### src/verilog/frbw_cfg.svh
// Timing constants and field widths for the boot watchdog block.
`ifndef FRBW_CFG_SVH
`define FRBW_CFG_SVH

// Core clock rate in hertz.
`define FRBW_CLK_HZ            20000000
// Nominal reset-stage watchdog timeout in seconds.
`define FRBW_RST_WD_SEC        5
// Self-test-stage watchdog timeout the host is expected to load, in minutes.
`define FRBW_BOOT_SELF_TEST_WD_MIN       6
// Seconds between periodic real-time clock re-reads.
`define FRBW_RTC_RESYNC_SEC    64
// Width of the timestamp counter in bits (four bytes).
`define FRBW_TS_W              32
// Width of a watchdog count in seconds.
`define FRBW_WD_W              16
// Number of processors supervised.
`define FRBW_NPROC             4
// Width of a processor index.
`define FRBW_PIDX_W            2
// Width of the reset pulse in core cycles.
`define FRBW_RST_PULSE_CYC     16
// Beep on and off lengths in cycles.
`define FRBW_BEEP_ON_CYC       4000000
`define FRBW_BEEP_OFF_CYC      4000000

`endif

### src/verilog/frbw_pkg.sv
// Types shared by the boot watchdog block.
package frbw_pkg;
    // Sequencer states of the boot supervisor.
    typedef enum logic [2:0] {
        ST_RUN,
        ST_RESET,
        ST_HALT
    } frbw_state_t;
endpackage

### src/verilog/frbw_tick.sv
// Divider that produces a one-cycle pulse once per second.
`timescale 1ns/1ns
`include "frbw_cfg.svh"

module frbw_tick #(
    parameter int CYC_PER_SEC = `FRBW_CLK_HZ
) (
    input  wire logic i_clk,
    input  wire logic i_rst,
    output logic      o_tick
);
    // Cycle counter within the current second.
    logic [24:0] cnt;

    // Count up and fire the tick on the last cycle of each second.
    always_ff @(posedge i_clk) begin
        if (i_rst) begin
            cnt    <= 25'h0;
            o_tick <= 1'b0;
        end else if (cnt == 25'(CYC_PER_SEC - 1)) begin
            cnt    <= 25'h0;
            o_tick <= 1'b1;
        end else begin
            cnt    <= cnt + 25'h1;
            o_tick <= 1'b0;
        end
    end
endmodule

### src/verilog/frbw_top.sv
// Fault-resilient boot supervisor: two watchdogs, processor cycling and timestamp.
`timescale 1ns/1ns
`include "frbw_cfg.svh"

// Functional notes
// Reset-stage watchdog starts at hard-reset exit, 5s.
// Host halts reset watchdog by deasserting halt line.
// Reset expiry resets system, disables failed processor.
// Keep rotating bootstrap until reset watchdog disabled.
// Beep when no working processor remains.
// Full cycling restarts after every power reset.
// Host loads self-test watchdog about six minutes.
// Host enables self-test watchdog before halting reset one.
// Host disables self-test watchdog before option firmware.
// Host disables it before long memory test.
// Self-test watchdog expiry issues asynchronous system reset.
// Processor disable request resets system and disables; code acts on a request only in ST_RUN.
// No alternate bootstrap: beep and halt; else reset.
// Four-byte timestamp increments once per second.
// Timestamp read by get, loaded by set command.
// Load timestamp from RTC at start, resync periodically.
// Watchdogs tick per second, expire with one pulse.
module frbw_top #(
    parameter int CYC_PER_SEC   = `FRBW_CLK_HZ,
    parameter int BEEP_ON_CYC   = `FRBW_BEEP_ON_CYC,
    parameter int BEEP_OFF_CYC  = `FRBW_BEEP_OFF_CYC
) (
    input  wire logic                     I_CORE_CLK,
    input  wire logic                     I_RST,
    input  wire logic                     i_reset_watchdog_halt_n,
    input  wire logic                     i_host_in_reset,
    input  wire logic                     i_boot_self_test_wd_load,
    input  wire logic [`FRBW_WD_W-1:0]    i_boot_self_test_wd_secs,
    input  wire logic                     i_boot_self_test_wd_enable,
    input  wire logic                     i_disable_req,
    input  wire logic [`FRBW_PIDX_W-1:0]  i_disable_idx,
    input  wire logic [`FRBW_NPROC-1:0]   i_proc_present,
    input  wire logic                     i_set_time,
    input  wire logic [`FRBW_TS_W-1:0]    i_set_time_val,
    input  wire logic                     i_get_time,
    input  wire logic [`FRBW_TS_W-1:0]    i_rtc_time,
    input  wire logic                     i_rtc_valid,
    output logic                          o_rtc_read,
    output logic                          o_get_time_valid,
    output logic [`FRBW_TS_W-1:0]         o_time,
    output logic [`FRBW_NPROC-1:0]        o_proc_disable,
    output logic [`FRBW_PIDX_W-1:0]       o_bootstrap_processor,
    output logic                          o_system_reset,
    output logic                          o_async_system_reset,
    output logic                          o_speaker,
    output logic                          o_halt
);
    ////////////////////////////////////////////////////////////////////////////////
    // Input synchronisers and tick.

    // Two-stage synchronisers for pin-level inputs.
    logic [1:0] halt_sync;
    logic [1:0] hrst_sync;
    // Once-per-second enable pulse.
    logic       tick;

    // Pins from the host pass two flops before use.
    always_ff @(posedge I_CORE_CLK) begin
        if (I_RST) begin
            halt_sync <= 2'h3;
            hrst_sync <= 2'h3;
        end else begin
            halt_sync <= {halt_sync[0], i_reset_watchdog_halt_n};
            hrst_sync <= {hrst_sync[0], i_host_in_reset};
        end
    end

    // Synchronised levels, read only from the second stage.
    logic halt_n_s;
    logic hrst_s;
    assign halt_n_s = halt_sync[1];
    assign hrst_s   = hrst_sync[1];

    // Shared one-second divider.
    frbw_tick #(.CYC_PER_SEC(CYC_PER_SEC)) u_tick (
        .i_clk  (I_CORE_CLK),
        .i_rst  (I_RST),
        .o_tick (tick)
    );

    ////////////////////////////////////////////////////////////////////////////////
    // Hard-reset tracking and watchdogs.

    // Previous synchronised host reset, used to spot the release edge.
    logic hrst_d;
    // One cycle after the host leaves hard reset.
    logic hrst_exit;
    // Reset-stage watchdog armed until the host halts it or re-enters hard reset.
    logic rst_wd_armed;
    logic rst_wd_exp;
    logic boot_self_test_wd_exp;

    // Remember the previous host reset level.
    always_ff @(posedge I_CORE_CLK) begin
        if (I_RST) begin
            hrst_d <= 1'b1;
        end else begin
            hrst_d <= hrst_s;
        end
    end

    assign hrst_exit = hrst_d && !hrst_s;

    // arm at reset exit
    // The reset-stage watchdog arms on every hard-reset exit and holds armed until halted or the host re-enters hard reset.
    always_ff @(posedge I_CORE_CLK) begin
        if (I_RST || hrst_s) begin
            rst_wd_armed <= 1'b0;
        end else if (hrst_exit) begin
            rst_wd_armed <= 1'b1;
        end else if (!halt_n_s) begin
            // host halt line
            rst_wd_armed <= 1'b0;
        end
    end

    // Reset-stage watchdog, loaded with its nominal timeout at each reset exit.
    frbw_wd u_rst_wd (
        .i_clk      (I_CORE_CLK),
        .i_rst      (I_RST),
        .i_tick     (tick),
        .i_load     (hrst_exit),
        .i_load_val (`FRBW_WD_W'(`FRBW_RST_WD_SEC)),
        .i_enable   (rst_wd_armed),
        .o_expire   (rst_wd_exp),
        .o_count    ()
    );

    // Self-test-stage watchdog; the host picks the load value and the enable.
    frbw_wd u_boot_self_test_wd (
        .i_clk      (I_CORE_CLK),
        .i_rst      (I_RST),
        .i_tick     (tick),
        .i_load     (i_boot_self_test_wd_load),
        .i_load_val (i_boot_self_test_wd_secs),
        .i_enable   (i_boot_self_test_wd_enable && !hrst_s),
        .o_expire   (boot_self_test_wd_exp),
        .o_count    ()
    );

    ////////////////////////////////////////////////////////////////////////////////
    // Processor disable and bootstrap selection.

    // Lowest present and enabled processor, or none.
    function automatic logic [`FRBW_PIDX_W:0] first_good(input logic [`FRBW_NPROC-1:0] good);
        logic [`FRBW_PIDX_W:0] r;
        r = {1'b1, `FRBW_PIDX_W'(0)};
        for (int k = `FRBW_NPROC - 1; k >= 0; k--) begin
            if (good[k]) begin
                r = {1'b0, `FRBW_PIDX_W'(k)};
            end
        end
        return r;
    endfunction

    // Current processor state and sequencer.
    frbw_pkg::frbw_state_t     state;
    logic [`FRBW_NPROC-1:0]    next_disable;
    logic [`FRBW_PIDX_W:0]     pick;
    logic [4:0]                pulse_cnt;
    logic                      fail_evt;

    // A failure event: reset-stage expiry or a host disable request.
    assign fail_evt = rst_wd_exp || i_disable_req;

    // Disable mask after the pending event is applied.
    always_comb begin
        next_disable = o_proc_disable;
        // drop failed bootstrap
        if (rst_wd_exp) begin
            next_disable[o_bootstrap_processor] = 1'b1;
        end
        // host disable request
        if (i_disable_req) begin
            next_disable[i_disable_idx] = 1'b1;
        end
    end

    assign pick = first_good(i_proc_present & ~next_disable);

    // fresh cycling per reset
    // Supervisor reset clears the disable mask so every processor is tried again.
    always_ff @(posedge I_CORE_CLK) begin
        if (I_RST) begin
            o_proc_disable        <= '0;
            o_bootstrap_processor <= '0;
            state                 <= frbw_pkg::ST_RUN;
            pulse_cnt             <= 5'h0;
        end else begin
            unique case (state)
                frbw_pkg::ST_RUN: begin
                    if (fail_evt && state == frbw_pkg::ST_RUN) begin
                        o_proc_disable <= next_disable;
                        // halt or transfer
                        if (pick[`FRBW_PIDX_W]) begin
                            // no good processor
                            state <= frbw_pkg::ST_HALT;
                        end else begin
                            // rotate bootstrap role
                            o_bootstrap_processor <= pick[`FRBW_PIDX_W-1:0];
                            state                 <= frbw_pkg::ST_RESET;
                            pulse_cnt             <= 5'(`FRBW_RST_PULSE_CYC - 1);
                        end
                    end
                end
                frbw_pkg::ST_RESET: begin
                    // Hold the system reset for a fixed pulse.
                    if (pulse_cnt == 5'h0) begin
                        state <= frbw_pkg::ST_RUN;
                    end else begin
                        pulse_cnt <= pulse_cnt - 5'h1;
                    end
                end
                frbw_pkg::ST_HALT: begin
                    // Halted until the supervisor itself is reset.
                    state <= frbw_pkg::ST_HALT;
                end
                default: begin
                    state <= frbw_pkg::ST_RUN;
                end
            endcase
        end
    end

    // system reset pulse
    assign o_system_reset = (state == frbw_pkg::ST_RESET);
    assign o_halt         = (state == frbw_pkg::ST_HALT);

    // async reset on expiry
    // A self-test expiry stretches to the same pulse length on its own output.
    logic [4:0] asr_cnt;
    always_ff @(posedge I_CORE_CLK) begin
        if (I_RST) begin
            asr_cnt <= 5'h0;
        end else if (boot_self_test_wd_exp) begin
            asr_cnt <= 5'(`FRBW_RST_PULSE_CYC);
        end else if (asr_cnt != 5'h0) begin
            asr_cnt <= asr_cnt - 5'h1;
        end
    end
    assign o_async_system_reset = (asr_cnt != 5'h0);

    ////////////////////////////////////////////////////////////////////////////////
    // Beeper for the halted state.

    // Beep cadence counter; the speaker toggles between on and off phases.
    logic [22:0] beep_cnt;

    // beep while halted
    always_ff @(posedge I_CORE_CLK) begin
        if (I_RST || !o_halt) begin
            beep_cnt  <= 23'h0;
            o_speaker <= 1'b0;
        end else if (beep_cnt == 23'h0) begin
            o_speaker <= !o_speaker;
            beep_cnt  <= o_speaker ? 23'(BEEP_OFF_CYC - 1) : 23'(BEEP_ON_CYC - 1);
        end else begin
            beep_cnt <= beep_cnt - 23'h1;
        end
    end

    ////////////////////////////////////////////////////////////////////////////////
    // Timestamp counter.

    // Seconds until the next RTC re-read.
    logic [6:0] resync_cnt;
    // Set until the first RTC value arrives after startup.
    logic       rtc_wait;

    // RTC read requests
    // A read is requested at startup and again every resync period.
    always_ff @(posedge I_CORE_CLK) begin
        if (I_RST) begin
            resync_cnt <= 7'h0;
            o_rtc_read <= 1'b0;
            rtc_wait   <= 1'b1;
        end else begin
            o_rtc_read <= 1'b0;
            if (i_rtc_valid) begin
                rtc_wait <= 1'b0;
            end
            if (rtc_wait && !o_rtc_read && resync_cnt == 7'h0) begin
                o_rtc_read <= 1'b1;
                resync_cnt <= 7'(`FRBW_RTC_RESYNC_SEC);
            end else if (tick) begin
                if (resync_cnt <= 7'h1) begin
                    o_rtc_read <= 1'b1;
                    resync_cnt <= 7'(`FRBW_RTC_RESYNC_SEC);
                end else begin
                    resync_cnt <= resync_cnt - 7'h1;
                end
            end
        end
    end

    // once-per-second count
    // Host set wins over RTC load, which wins over the tick increment.
    always_ff @(posedge I_CORE_CLK) begin
        if (I_RST) begin
            o_time <= '0;
        end else if (i_set_time) begin
            // set-time load
            o_time <= i_set_time_val;
        end else if (i_rtc_valid) begin
            // RTC resync
            o_time <= i_rtc_time;
        end else if (tick) begin
            o_time <= o_time + `FRBW_TS_W'(1);
        end
    end

    // get-time answer
    always_ff @(posedge I_CORE_CLK) begin
        if (I_RST) begin
            o_get_time_valid <= 1'b0;
        end else begin
            o_get_time_valid <= i_get_time;
        end
    end

    ////////////////////////////////////////////////////////////////////////////////
    // Checks.

    AST_EXPIRE_RESETS: assert property (@(posedge I_CORE_CLK) disable iff (I_RST)
        (rst_wd_exp && state == frbw_pkg::ST_RUN && !pick[`FRBW_PIDX_W]) |=> o_system_reset && pulse_cnt == 5'hf)
        else $error("Reset-stage expiry gave no reset pulse.");
    AST_PULSE_HOLD: assert property (@(posedge I_CORE_CLK) disable iff (I_RST)
        (o_system_reset && pulse_cnt != 5'h0) |=> o_system_reset) else $error("Reset pulse cut short.");
    AST_DISABLE_FAILED: assert property (@(posedge I_CORE_CLK) disable iff (I_RST)
        (rst_wd_exp && state == frbw_pkg::ST_RUN) |=> o_proc_disable[$past(o_bootstrap_processor)])
        else $error("Failed bootstrap processor not disabled.");
    AST_ROTATE: assert property (@(posedge I_CORE_CLK) disable iff (I_RST)
        $changed(o_bootstrap_processor) |-> o_system_reset)
        else $error("Bootstrap role moved without a system reset.");
    AST_HALT_BEEP: assert property (@(posedge I_CORE_CLK) disable iff (I_RST)
        $rose(o_halt) |-> ##1 o_speaker)
        else $error("Halt did not start beeping.");
    AST_ASR: assert property (@(posedge I_CORE_CLK) disable iff (I_RST)
        boot_self_test_wd_exp |=> o_async_system_reset [*8])
        else $error("Self-test expiry gave no async reset.");
    AST_REQ_DISABLE: assert property (@(posedge I_CORE_CLK) disable iff (I_RST)
        (i_disable_req && state == frbw_pkg::ST_RUN) |=> (o_proc_disable[$past(i_disable_idx)] && (o_system_reset || o_halt)))
        else $error("Disable request not acted on.");
    AST_TS_TICK: assert property (@(posedge I_CORE_CLK) disable iff (I_RST)
        (tick && !i_set_time && !i_rtc_valid) |=> o_time == $past(o_time) + 32'h1)
        else $error("Timestamp did not advance on the tick.");
    AST_TS_SET: assert property (@(posedge I_CORE_CLK) disable iff (I_RST)
        i_set_time |=> o_time == $past(i_set_time_val))
        else $error("Set-time value not loaded.");
    AST_HALT_STUCK: assert property (@(posedge I_CORE_CLK) disable iff (I_RST)
        o_halt |=> o_halt && !o_system_reset)
        else $error("Halt state left without reset.");

    COV_ROTATE: cover property (@(posedge I_CORE_CLK) disable iff (I_RST) rst_wd_exp ##[1:40] o_system_reset);
    COV_HALT: cover property (@(posedge I_CORE_CLK) disable iff (I_RST) $rose(o_halt));
    COV_ASR: cover property (@(posedge I_CORE_CLK) disable iff (I_RST) $rose(o_async_system_reset));
    COV_SET: cover property (@(posedge I_CORE_CLK) disable iff (I_RST) i_set_time ##1 tick);
endmodule

### src/verilog/frbw_wd.sv
// One-second watchdog counter with a single expiry pulse.
`timescale 1ns/1ns
`include "frbw_cfg.svh"

module frbw_wd (
    input  wire logic                   i_clk,
    input  wire logic                   i_rst,
    input  wire logic                   i_tick,
    input  wire logic                   i_load,
    input  wire logic [`FRBW_WD_W-1:0]  i_load_val,
    input  wire logic                   i_enable,
    output logic                        o_expire,
    output logic [`FRBW_WD_W-1:0]       o_count
);
    // Set once this arming has expired so the pulse fires only once.
    logic fired;

    // tick-driven countdown
    // Loading rearms; counting stops while disabled; the expiry is one cycle wide.
    always_ff @(posedge i_clk) begin
        if (i_rst) begin
            o_count  <= '0;
            fired    <= 1'b0;
            o_expire <= 1'b0;
        end else begin
            o_expire <= 1'b0;
            if (i_load) begin
                o_count <= i_load_val;
                fired   <= 1'b0;
            end else if (i_enable && !fired && i_tick) begin
                if (o_count <= `FRBW_WD_W'(1)) begin
                    o_count  <= '0;
                    fired    <= 1'b1;
                    o_expire <= 1'b1;
                end else begin
                    o_count <= o_count - `FRBW_WD_W'(1);
                end
            end
        end
    end

    // single expiry pulse
    AST_WD_ONE_PULSE: assert property (@(posedge i_clk) disable iff (i_rst)
        o_expire |=> !o_expire) else $error("Watchdog expiry lasted more than one cycle.");
endmodule
### config.mk
export PLATFORM = sky130hd
export DESIGN_NAME = frbw_top
export DESIGN_NICKNAME = d
export VERILOG_FILES = /design/src/verilog/frbw_pkg.sv /design/src/verilog/frbw_tick.sv /design/src/verilog/frbw_top.sv /design/src/verilog/frbw_wd.sv
export VERILOG_INCLUDE_DIRS = /design/src /design/src/verilog
export SDC_FILE = /design/constraint.sdc
export NUM_CORES = 1
export LEC_CHECK = 0
export BUFFER_PORTS_ARGS = -buffer_cell sky130_fd_sc_hd__buf_4
export CORE_ASPECT_RATIO = 1.4
export CORE_UTILIZATION = 40
export CTS_CLUSTER_SIZE = 30
export DETAILED_ROUTE_END_ITERATION = 8
export GPL_TIMING_DRIVEN = 0
export REMOVE_ABC_BUFFERS = 1
export SYNTH_ARGS = -nofsm -noshare
export SYNTH_HDL_FRONTEND = slang
export SYNTH_HIERARCHICAL = 1
export SYNTH_SLANG_ARGS = --single-unit
### constraint.sdc
create_clock -name I_CORE_CLK -period 2.6 [get_ports I_CORE_CLK]
set_input_delay 0.52 -clock I_CORE_CLK [delete_from_list [all_inputs] [get_ports I_CORE_CLK]]
set_output_delay 0.52 -clock I_CORE_CLK [all_outputs]
set_load 0.01 [all_outputs]
==> reports/qor.txt, run 1 <==
status - finished, violations left
failing checks - DRC
VDD IR max - 421 µV
sequential power share - 0.404
FFs w/ async S/R, synth - 0
Residual DRC - 32
slowest CP cell - or4_1
utilization after layout - 0.501
drt pass-1 iters - 7
number of max-cap violations - 0
RSZ-0062 raised after global routing - no
clk slew on worst S/H paths - 0.07 ns
Post-CTS Setup Inserts - 0
Max Buffers Root-to-Sink - 2
# port buffers - 139
Critical Path AT - 2.74 ns
CP required - 2.96 ns
H-tree Lvls - 4
Top FF cell, synth - dfxtp_1
Worst path max stage delay - 0.53 ns
sequential share of the synthesized area - 0.360
RePlAce Congestion - 0.859
Non-Filler Instances - 1,411
FP Rows - 62
global-route wire length before repair - 37.3 mm
Routed wire per std cell - 15.8 µm
gr ovfl total - 0
crit path kind - reg -> reg
GRT Util Overall - 0.208
via-per-instance ratio - 5.65
worst hold slack - 0.274 ns
switching portion of total power - 0.290
setup TNS - 0 ns
Final min period - 2.39 ns
placed instance area - 9680 µm²
cell internal pwr - 4.71 mW
leakage power - 3.98 nW
Comb power frac - 0.199
clk_skew - 0.0104 ns
most frequent cells in the layout - 151 x dfxtp_1, 139 x buf_4, 101 x nor2_1, 71 x a21oi_1, 61 x nand2_1
syn_area_per_cell - 8.30 µm²
Synth-to-Final Area Change - 22.3%
f_max - 0.419 GHz
Mapped Area - 8450 µm²
max-slew violations - 0
CTS tree - done
pwr/cell area - 642 nW/µm²
die height - 174 µm
Core Area - 20,600 µm²
antenna diode count - 0
vias in the first global route - 7,681
worst min-delay path category - in -> reg
die area - 21,700 µm²
Clk pwr share - 0.397
Synth Instances - 1,018
CP cell instances - ha_1 -> and4_2 -> nand2_1 -> or4_1 -> a211o_1 -> a21oi_1
EDFF count, synth - 0
fin crit share - 0.919
Worst-Margin Slew - 1.00 ns
Post-DRT Antenna Nets - 0
final setup fails - 0
initial antenna violation count - 0
Net Sw Power - 1.92 mW
CP Capture Type - flip-flop
DRT iter0 DRCs - 481
share of layout cells above drive strength 1 - 0.190
Synth cell types - 77
drt total wl - 22.3 mm
# fillers - 2,042
Cells after DPL - 1,379
# nets final - 1,253
worst skew pair latency - 0.42 ns
startpoint types - flip-flop
worst-path fanout max - 10
largest net degree at the start of global routing - 81
Chip Width - 125 µm
most common cell after layout, fill and taps aside - dfxtp_1
CTS sink count - 152
post-detailed-placement half-perimeter wirelength - 15.5 mm
Yosys warnings - 6
final-report hold violation count - 0
#FFs+latches synth - 152
initial core utilization - 0.410
Root Buffer - clkbuf_16
Boundary Pins - 140
total CTS buffers - 17
routed via count - 7,974
slew margin rel. - 0.329
final instance area - 10,300 µm²
-- power groups by stage --
stage	Sequential (mW)	Clock, mW	Combinational [mW]
after floorplan	2.71	0	0.867
after global placement	2.73	0	1.31
after detailed placement	2.73	0	1.33
after CTS	2.68	2.72	1.33
after global routing	2.70	2.80	1.48
final	2.68	2.63	1.32
-- through the flow --
stage / total power, mW / setup WS, ns
4_1_cts: 6.73 / 0.00922
6_report: 6.64 / 0.211
5_1_grt: 6.98 / 0.0437
3_5_place_dp: 4.05 / -0.494
3_3_place_gp: 4.04 / -0.518
2_1_floorplan: 3.57 / 0.470
-- worst paths after layout --
kind	depth (start not counted)	slack (ns)	to	start
worst max-delay path	6	0.21	o_time[24]$_SDFFE_PP0P_	o_time[0]$_SDFFE_PP0P_
worst min-delay path	2	0.27	halt_sync[0]$_SDFF_PP1_	i_reset_watchdog_halt_n
worst max register to register	6	0.21	o_time[24]$_SDFFE_PP0P_	o_time[0]$_SDFFE_PP0P_
worst min register to register	1	0.41	halt_sync[1]$_SDFF_PP1_	halt_sync[0]$_SDFF_PP1_
-- sequential cells by signal, indices dropped and copies added (netlist names), 2 cells and up --
signal	flops
asr_cnt	5
beep_cnt	23
halt_sync	2
hrst_sync	2
o_bootstrap_processor	2
o_proc_disable	4
o_time	32
pulse_cnt	5
resync_cnt	7
state	2
u_boot_self_test_wd/o_count	16
u_rst_wd/o_count	16
u_tick/cnt	25
-- synth_stat cells (5+ instances only) --
library cell	number	area [µm²]
dfxtp_1	152	3040
nor2_1	101	379
a21oi_1	71	355
nand2_1	63	236
nor3_1	44	220
inv_1	41	154
xnor2_1	40	350
o21ai_0	37	185
clkbuf_1	31	116
nand3_1	28	140
nand4_1	24	150
o22ai_1	24	150
xor2_1	22	193
nor2b_1	20	125
nor4_1	20	125
a22oi_1	16	120
a211oi_1	15	113
ha_1	15	188
mux2i_1	14	140
o21ai_1	14	70.1
buf_2	13	65.1
or3_1	12	75.1
a31oi_1	10	62.6
o211ai_1	10	75.1
o21a_1	10	75.1
nand3b_1	9	67.6
o221ai_1	9	78.8
or4_1	9	67.6
nand2b_1	8	50.1
or2_2	8	50.1
and2_1	7	43.8
and4_1	7	61.3
nor3b_1	7	52.6
o2111ai_1	7	61.3
o31ai_1	7	52.6
and3_1	6	37.5
nor4_4	6	128
a221oi_1	5	43.8
-- critical path: cells and delay by family, from the launching register on --
kind / cells / cell delay [ns]
and+or+nand+nor: 3 / 1.15
DFF: 1 / 0.48
AOI/OAI and AO/OA: 2 / 0.41
adders and majority gates: 1 / 0.28
-- cells by family after synthesis --
logic type               count (synthesis)  share of synthesized area
AND/OR/NAND/NOR                        406                      0.270
AO/OA/AOI/OAI                          273                      0.218
flip-flops                             152                      0.360
buffers and inverters                   90                     0.0428
XOR/XNOR                                62                     0.0643
multiplexers                            18                     0.0219
adder cells (fa/ha/maj)                 15                     0.0222
other                                    2                   0.000889
-- routing by layer --
layer / routed length [µm] / vias up / track usage / part of all wire
met5: 0 / - / 0 / 0
met4: 298 / 0 / 0.0727 / 0.013
met3: 990 / 21 / 0.0348 / 0.044
met2: 11400 / 189 / 0.375 / 0.51
met1: 9560 / 3767 / 0.249 / 0.43
li1: - / 3997 / - / -
-- area by class of cell --
type                       count  area, µm²  share of cell area
tap                          256        320              0.0310
clock inverter                12        165              0.0160
sequential                   152       3040               0.295
timing repair buffer         140       1060               0.102
clock buffer                  20        467              0.0452
multi-input combinational    790       5120               0.496
inverter                      41        158              0.0153
-- timing repair --
| action | 4_1_cts | 5_1_grt |
|---|---|---|
| gates resized for setup | 1 | 5 |
| setup endpoints to repair | 6 | 45 |
| hold buffers | 0 | 0 |
Note: power is estimated with default switching activity, not from simulation.
==> run 2, diff against run 1 <==
Settings changed: CORE_ASPECT_RATIO 1.4 to not set, CTS_BUF_LIST set to sky130_fd_sc_hd__clkbuf_16.
==> run 2 against run 1 <==
Critical path type unchanged. Total power is 3.5% lower. Largest power group unchanged. Utilization grew 0.31 points. Wire length down 0.82%. Combinational power hardly changed. First-iteration DRC count fell by 23%. Sequential power about the same. Via count is 1.5% lower. The run now ends clean. Hold slack better by 0.0036 ns.
==> reports/qor.txt, run 2 (synthesized netlist as in run 1, its figures left out) <==
number of max-cap violations - 0 (unchanged)
most common cell after layout, fill and taps aside - dfxtp_1
final instance area - 10,300 µm² (about the same)
die area - 21,700 µm² (about the same)
busiest grt layer - met2
routed via count - 7,854 (-1.5%)
worst skew pair latency - 0.43 ns (about the same)
Synth-to-Final Area Change - 22.2% (about the same)
clk slew on worst S/H paths - 0.07 ns (about the same)
Reg2Reg Setup Slack - 0.09 ns (-0.12 ns)
total CTS buffers - 17 (unchanged)
Core Area - 20,500 µm² (-0.68%)
biggest regs - o_time x32, u_tick/cnt x25, beep_cnt x23
RR Endpoint - o_time[24]$_SDFFE_PP0P_
worst-path fanout max - 10 (unchanged)
Critical Path AT - 2.87 ns (+0.13 ns)
startpoint types - flip-flop
placed instance area - 9700 µm² (+0.18%)
global-route wire length before repair - 36.0 mm (-3.5%)
worst min-delay path category - in -> reg
# port buffers - 139 (unchanged)
slowest CP cell - or4_1
Worst path max stage delay - 0.57 ns (+0.04 ns)
register area - 3040 µm² (about the same)
Root Buffer - clkbuf_16
status - finished clean
DRT iter0 DRCs - 370 (-23%)
# fillers - 2,026 (-0.78%)
M2 GR Usage - 0.339 (-0.0354)
RSZ-0062 raised after global routing - no
max FFs per register - 32 (unchanged)
final setup fails - 0 (unchanged)
vias in the first global route - 7,329 (-4.6%)
initial antenna violation count - 0 (unchanged)
Routed wire per std cell - 15.4 µm (-2.2%)
Residual DRC - 0 (-100%)
CTS tree - done
# nets final - 1,259 (+0.48%)
met1 usage - 0.267 (+0.0178)
share of layout cells above drive strength 1 - 0.192 (+0.00247)
slew margin rel. - 0.247 (-0.0826)
crit path kind - reg -> reg
Largest Register - o_time
via-per-instance ratio - 5.49 (-2.9%)
Post-DRT Antenna Nets - 0 (unchanged)
CTS sink count - 152 (unchanged)
Chip Width - 147 µm (+18%)
CP Capture Type - flip-flop
VDD IR max - 466 µV (+11%)
R2R cell count - 6 (unchanged)
drt pass-1 iters - 8 (+1)
Final min period - 2.51 ns (+0.124 ns)
setup TNS - 0 ns (unchanged)
FP Rows - 52 (-16%)
Multi-input gate area - 5120 µm² (about the same)
leakage power - 3.99 nW (+0.11%)
CP cell instances - ha_1 -> and4_1 -> nand2_1 -> or4_1 -> a211o_1 -> a21oi_1
gr ovfl total - 0 (unchanged)
GRT Util Overall - 0.202 (-0.00607)
H-tree Lvls - 4 (unchanged)
die height - 147 µm (-15%)
pwr/cell area - 620 nW/µm² (-3.4%)
antenna diode count - 0 (unchanged)
largest net degree at the start of global routing - 81 (unchanged)
clk_skew - 0.0114 ns (+0.000990 ns)
most frequent cells in the layout - 152 x dfxtp_1, 145 x buf_4, 101 x nor2_1, 71 x a21oi_1, 61 x nand2_1
fin crit share - 0.966 (+0.0476)
RePlAce Congestion - 0.823 (-4.1%)
global routing usage on met3 - 0.0391 (+0.00435)
Reg-to-Reg Start - o_time[0]$_SDFFE_PP0P_
final-report hold violation count - 0 (unchanged)
max-slew violations - 0 (unchanged)
Critical Path Sink - o_time[24]$_SDFFE_PP0P_
Worst-Margin Slew - 1.13 ns (+0.124 ns)
Boundary Pins - 140 (unchanged)
drt total wl - 22.1 mm (-0.82%)
post-detailed-placement half-perimeter wirelength - 15.1 mm (-2.9%)
Setup crit start - o_time[0]$_SDFFE_PP0P_
Max Buffers Root-to-Sink - 2 (unchanged)
CP required - 2.96 ns (about the same)
initial core utilization - 0.412 (+0.00280)
f_max - 0.398 GHz (-4.9%)
run 2: cell types whose count changed in the layout (fill, tap and decap cells not counted), moves of 2 or more:
cell        delta
buf_4          +6
inv_6          +5
clkbuf_8       -3
clkinv_2       +3
bufinv_16      -2
clkinvlp_4     -2
run 2: critical path, delay by kind of cell (launching register included):
family | cells | cell delay, ns
fa+ha+maj | 1 | 0.24
simple gates | 3 | 1.37
flops | 1 | 0.41
compound gates | 2 | 0.42
run 2: per-stage QoR:
step           setup slack, ns  std cells   util  total power, mW  hold WS [ns]
2_1_floorplan            0.470        983      -             3.57         0.389
3_3_place_gp            -0.449       1392  0.472             4.02         0.392
3_5_place_dp            -0.501       1393  0.473             4.04         0.394
4_1_cts                0.00104       1425  0.501             6.48         0.259
5_1_grt                0.00305       1431  0.504             6.75         0.260
6_report                0.0875       1431  0.504             6.41         0.278
run 2: layer usage:
metal | up-vias | part of all wire
met5 | - | 0
met4 | 0 | 0.0096
met3 | 16 | 0.047
met2 | 173 | 0.48
met1 | 3655 | 0.47
li1 | 4010 | -
run 2: power by group:
| group | internal, mW | switching (mW) | total (mW) |
|---|---|---|---|
| Sequential | 2.49 | 0.186 | 2.67 |
| Clock | 1.34 | 1.08 | 2.41 |
| Combinational | 0.624 | 0.695 | 1.32 |
run 2: area by class of cell:
type	instances	area share
flip-flops and latches	152	0.295
multi-input cells	790	0.496
repair buffers	146	0.107
clock inverters	15	0.0136
well taps	270	0.0327
clock buffers	17	0.0412
inverters	41	0.0153
run 2: how the worst min path moves through the flow:
stage	from	endpoint	cells past startpoint
after floorplan	halt_sync[0]$_SDFF_PP1_	halt_sync[1]$_SDFF_PP1_	1
after global routing	i_reset_watchdog_halt_n	halt_sync[0]$_SDFF_PP1_	2
after detailed placement	hrst_sync[0]$_SDFF_PP1_	hrst_sync[1]$_SDFF_PP1_	1
final	i_reset_watchdog_halt_n	halt_sync[0]$_SDFF_PP1_	2
after global placement	halt_sync[0]$_SDFF_PP1_	halt_sync[1]$_SDFF_PP1_	1
after CTS	i_reset_watchdog_halt_n	halt_sync[0]$_SDFF_PP1_	2
run 2: what timing repair did:
item / CTS / global route
gates cloned: 0 / 0
pin swaps: 0 / 2
endpoints found under the setup margin: 7 / 28
setup buffers: 0 / 6
hold buffers: 0 / 0
resized for setup: 1 / 3
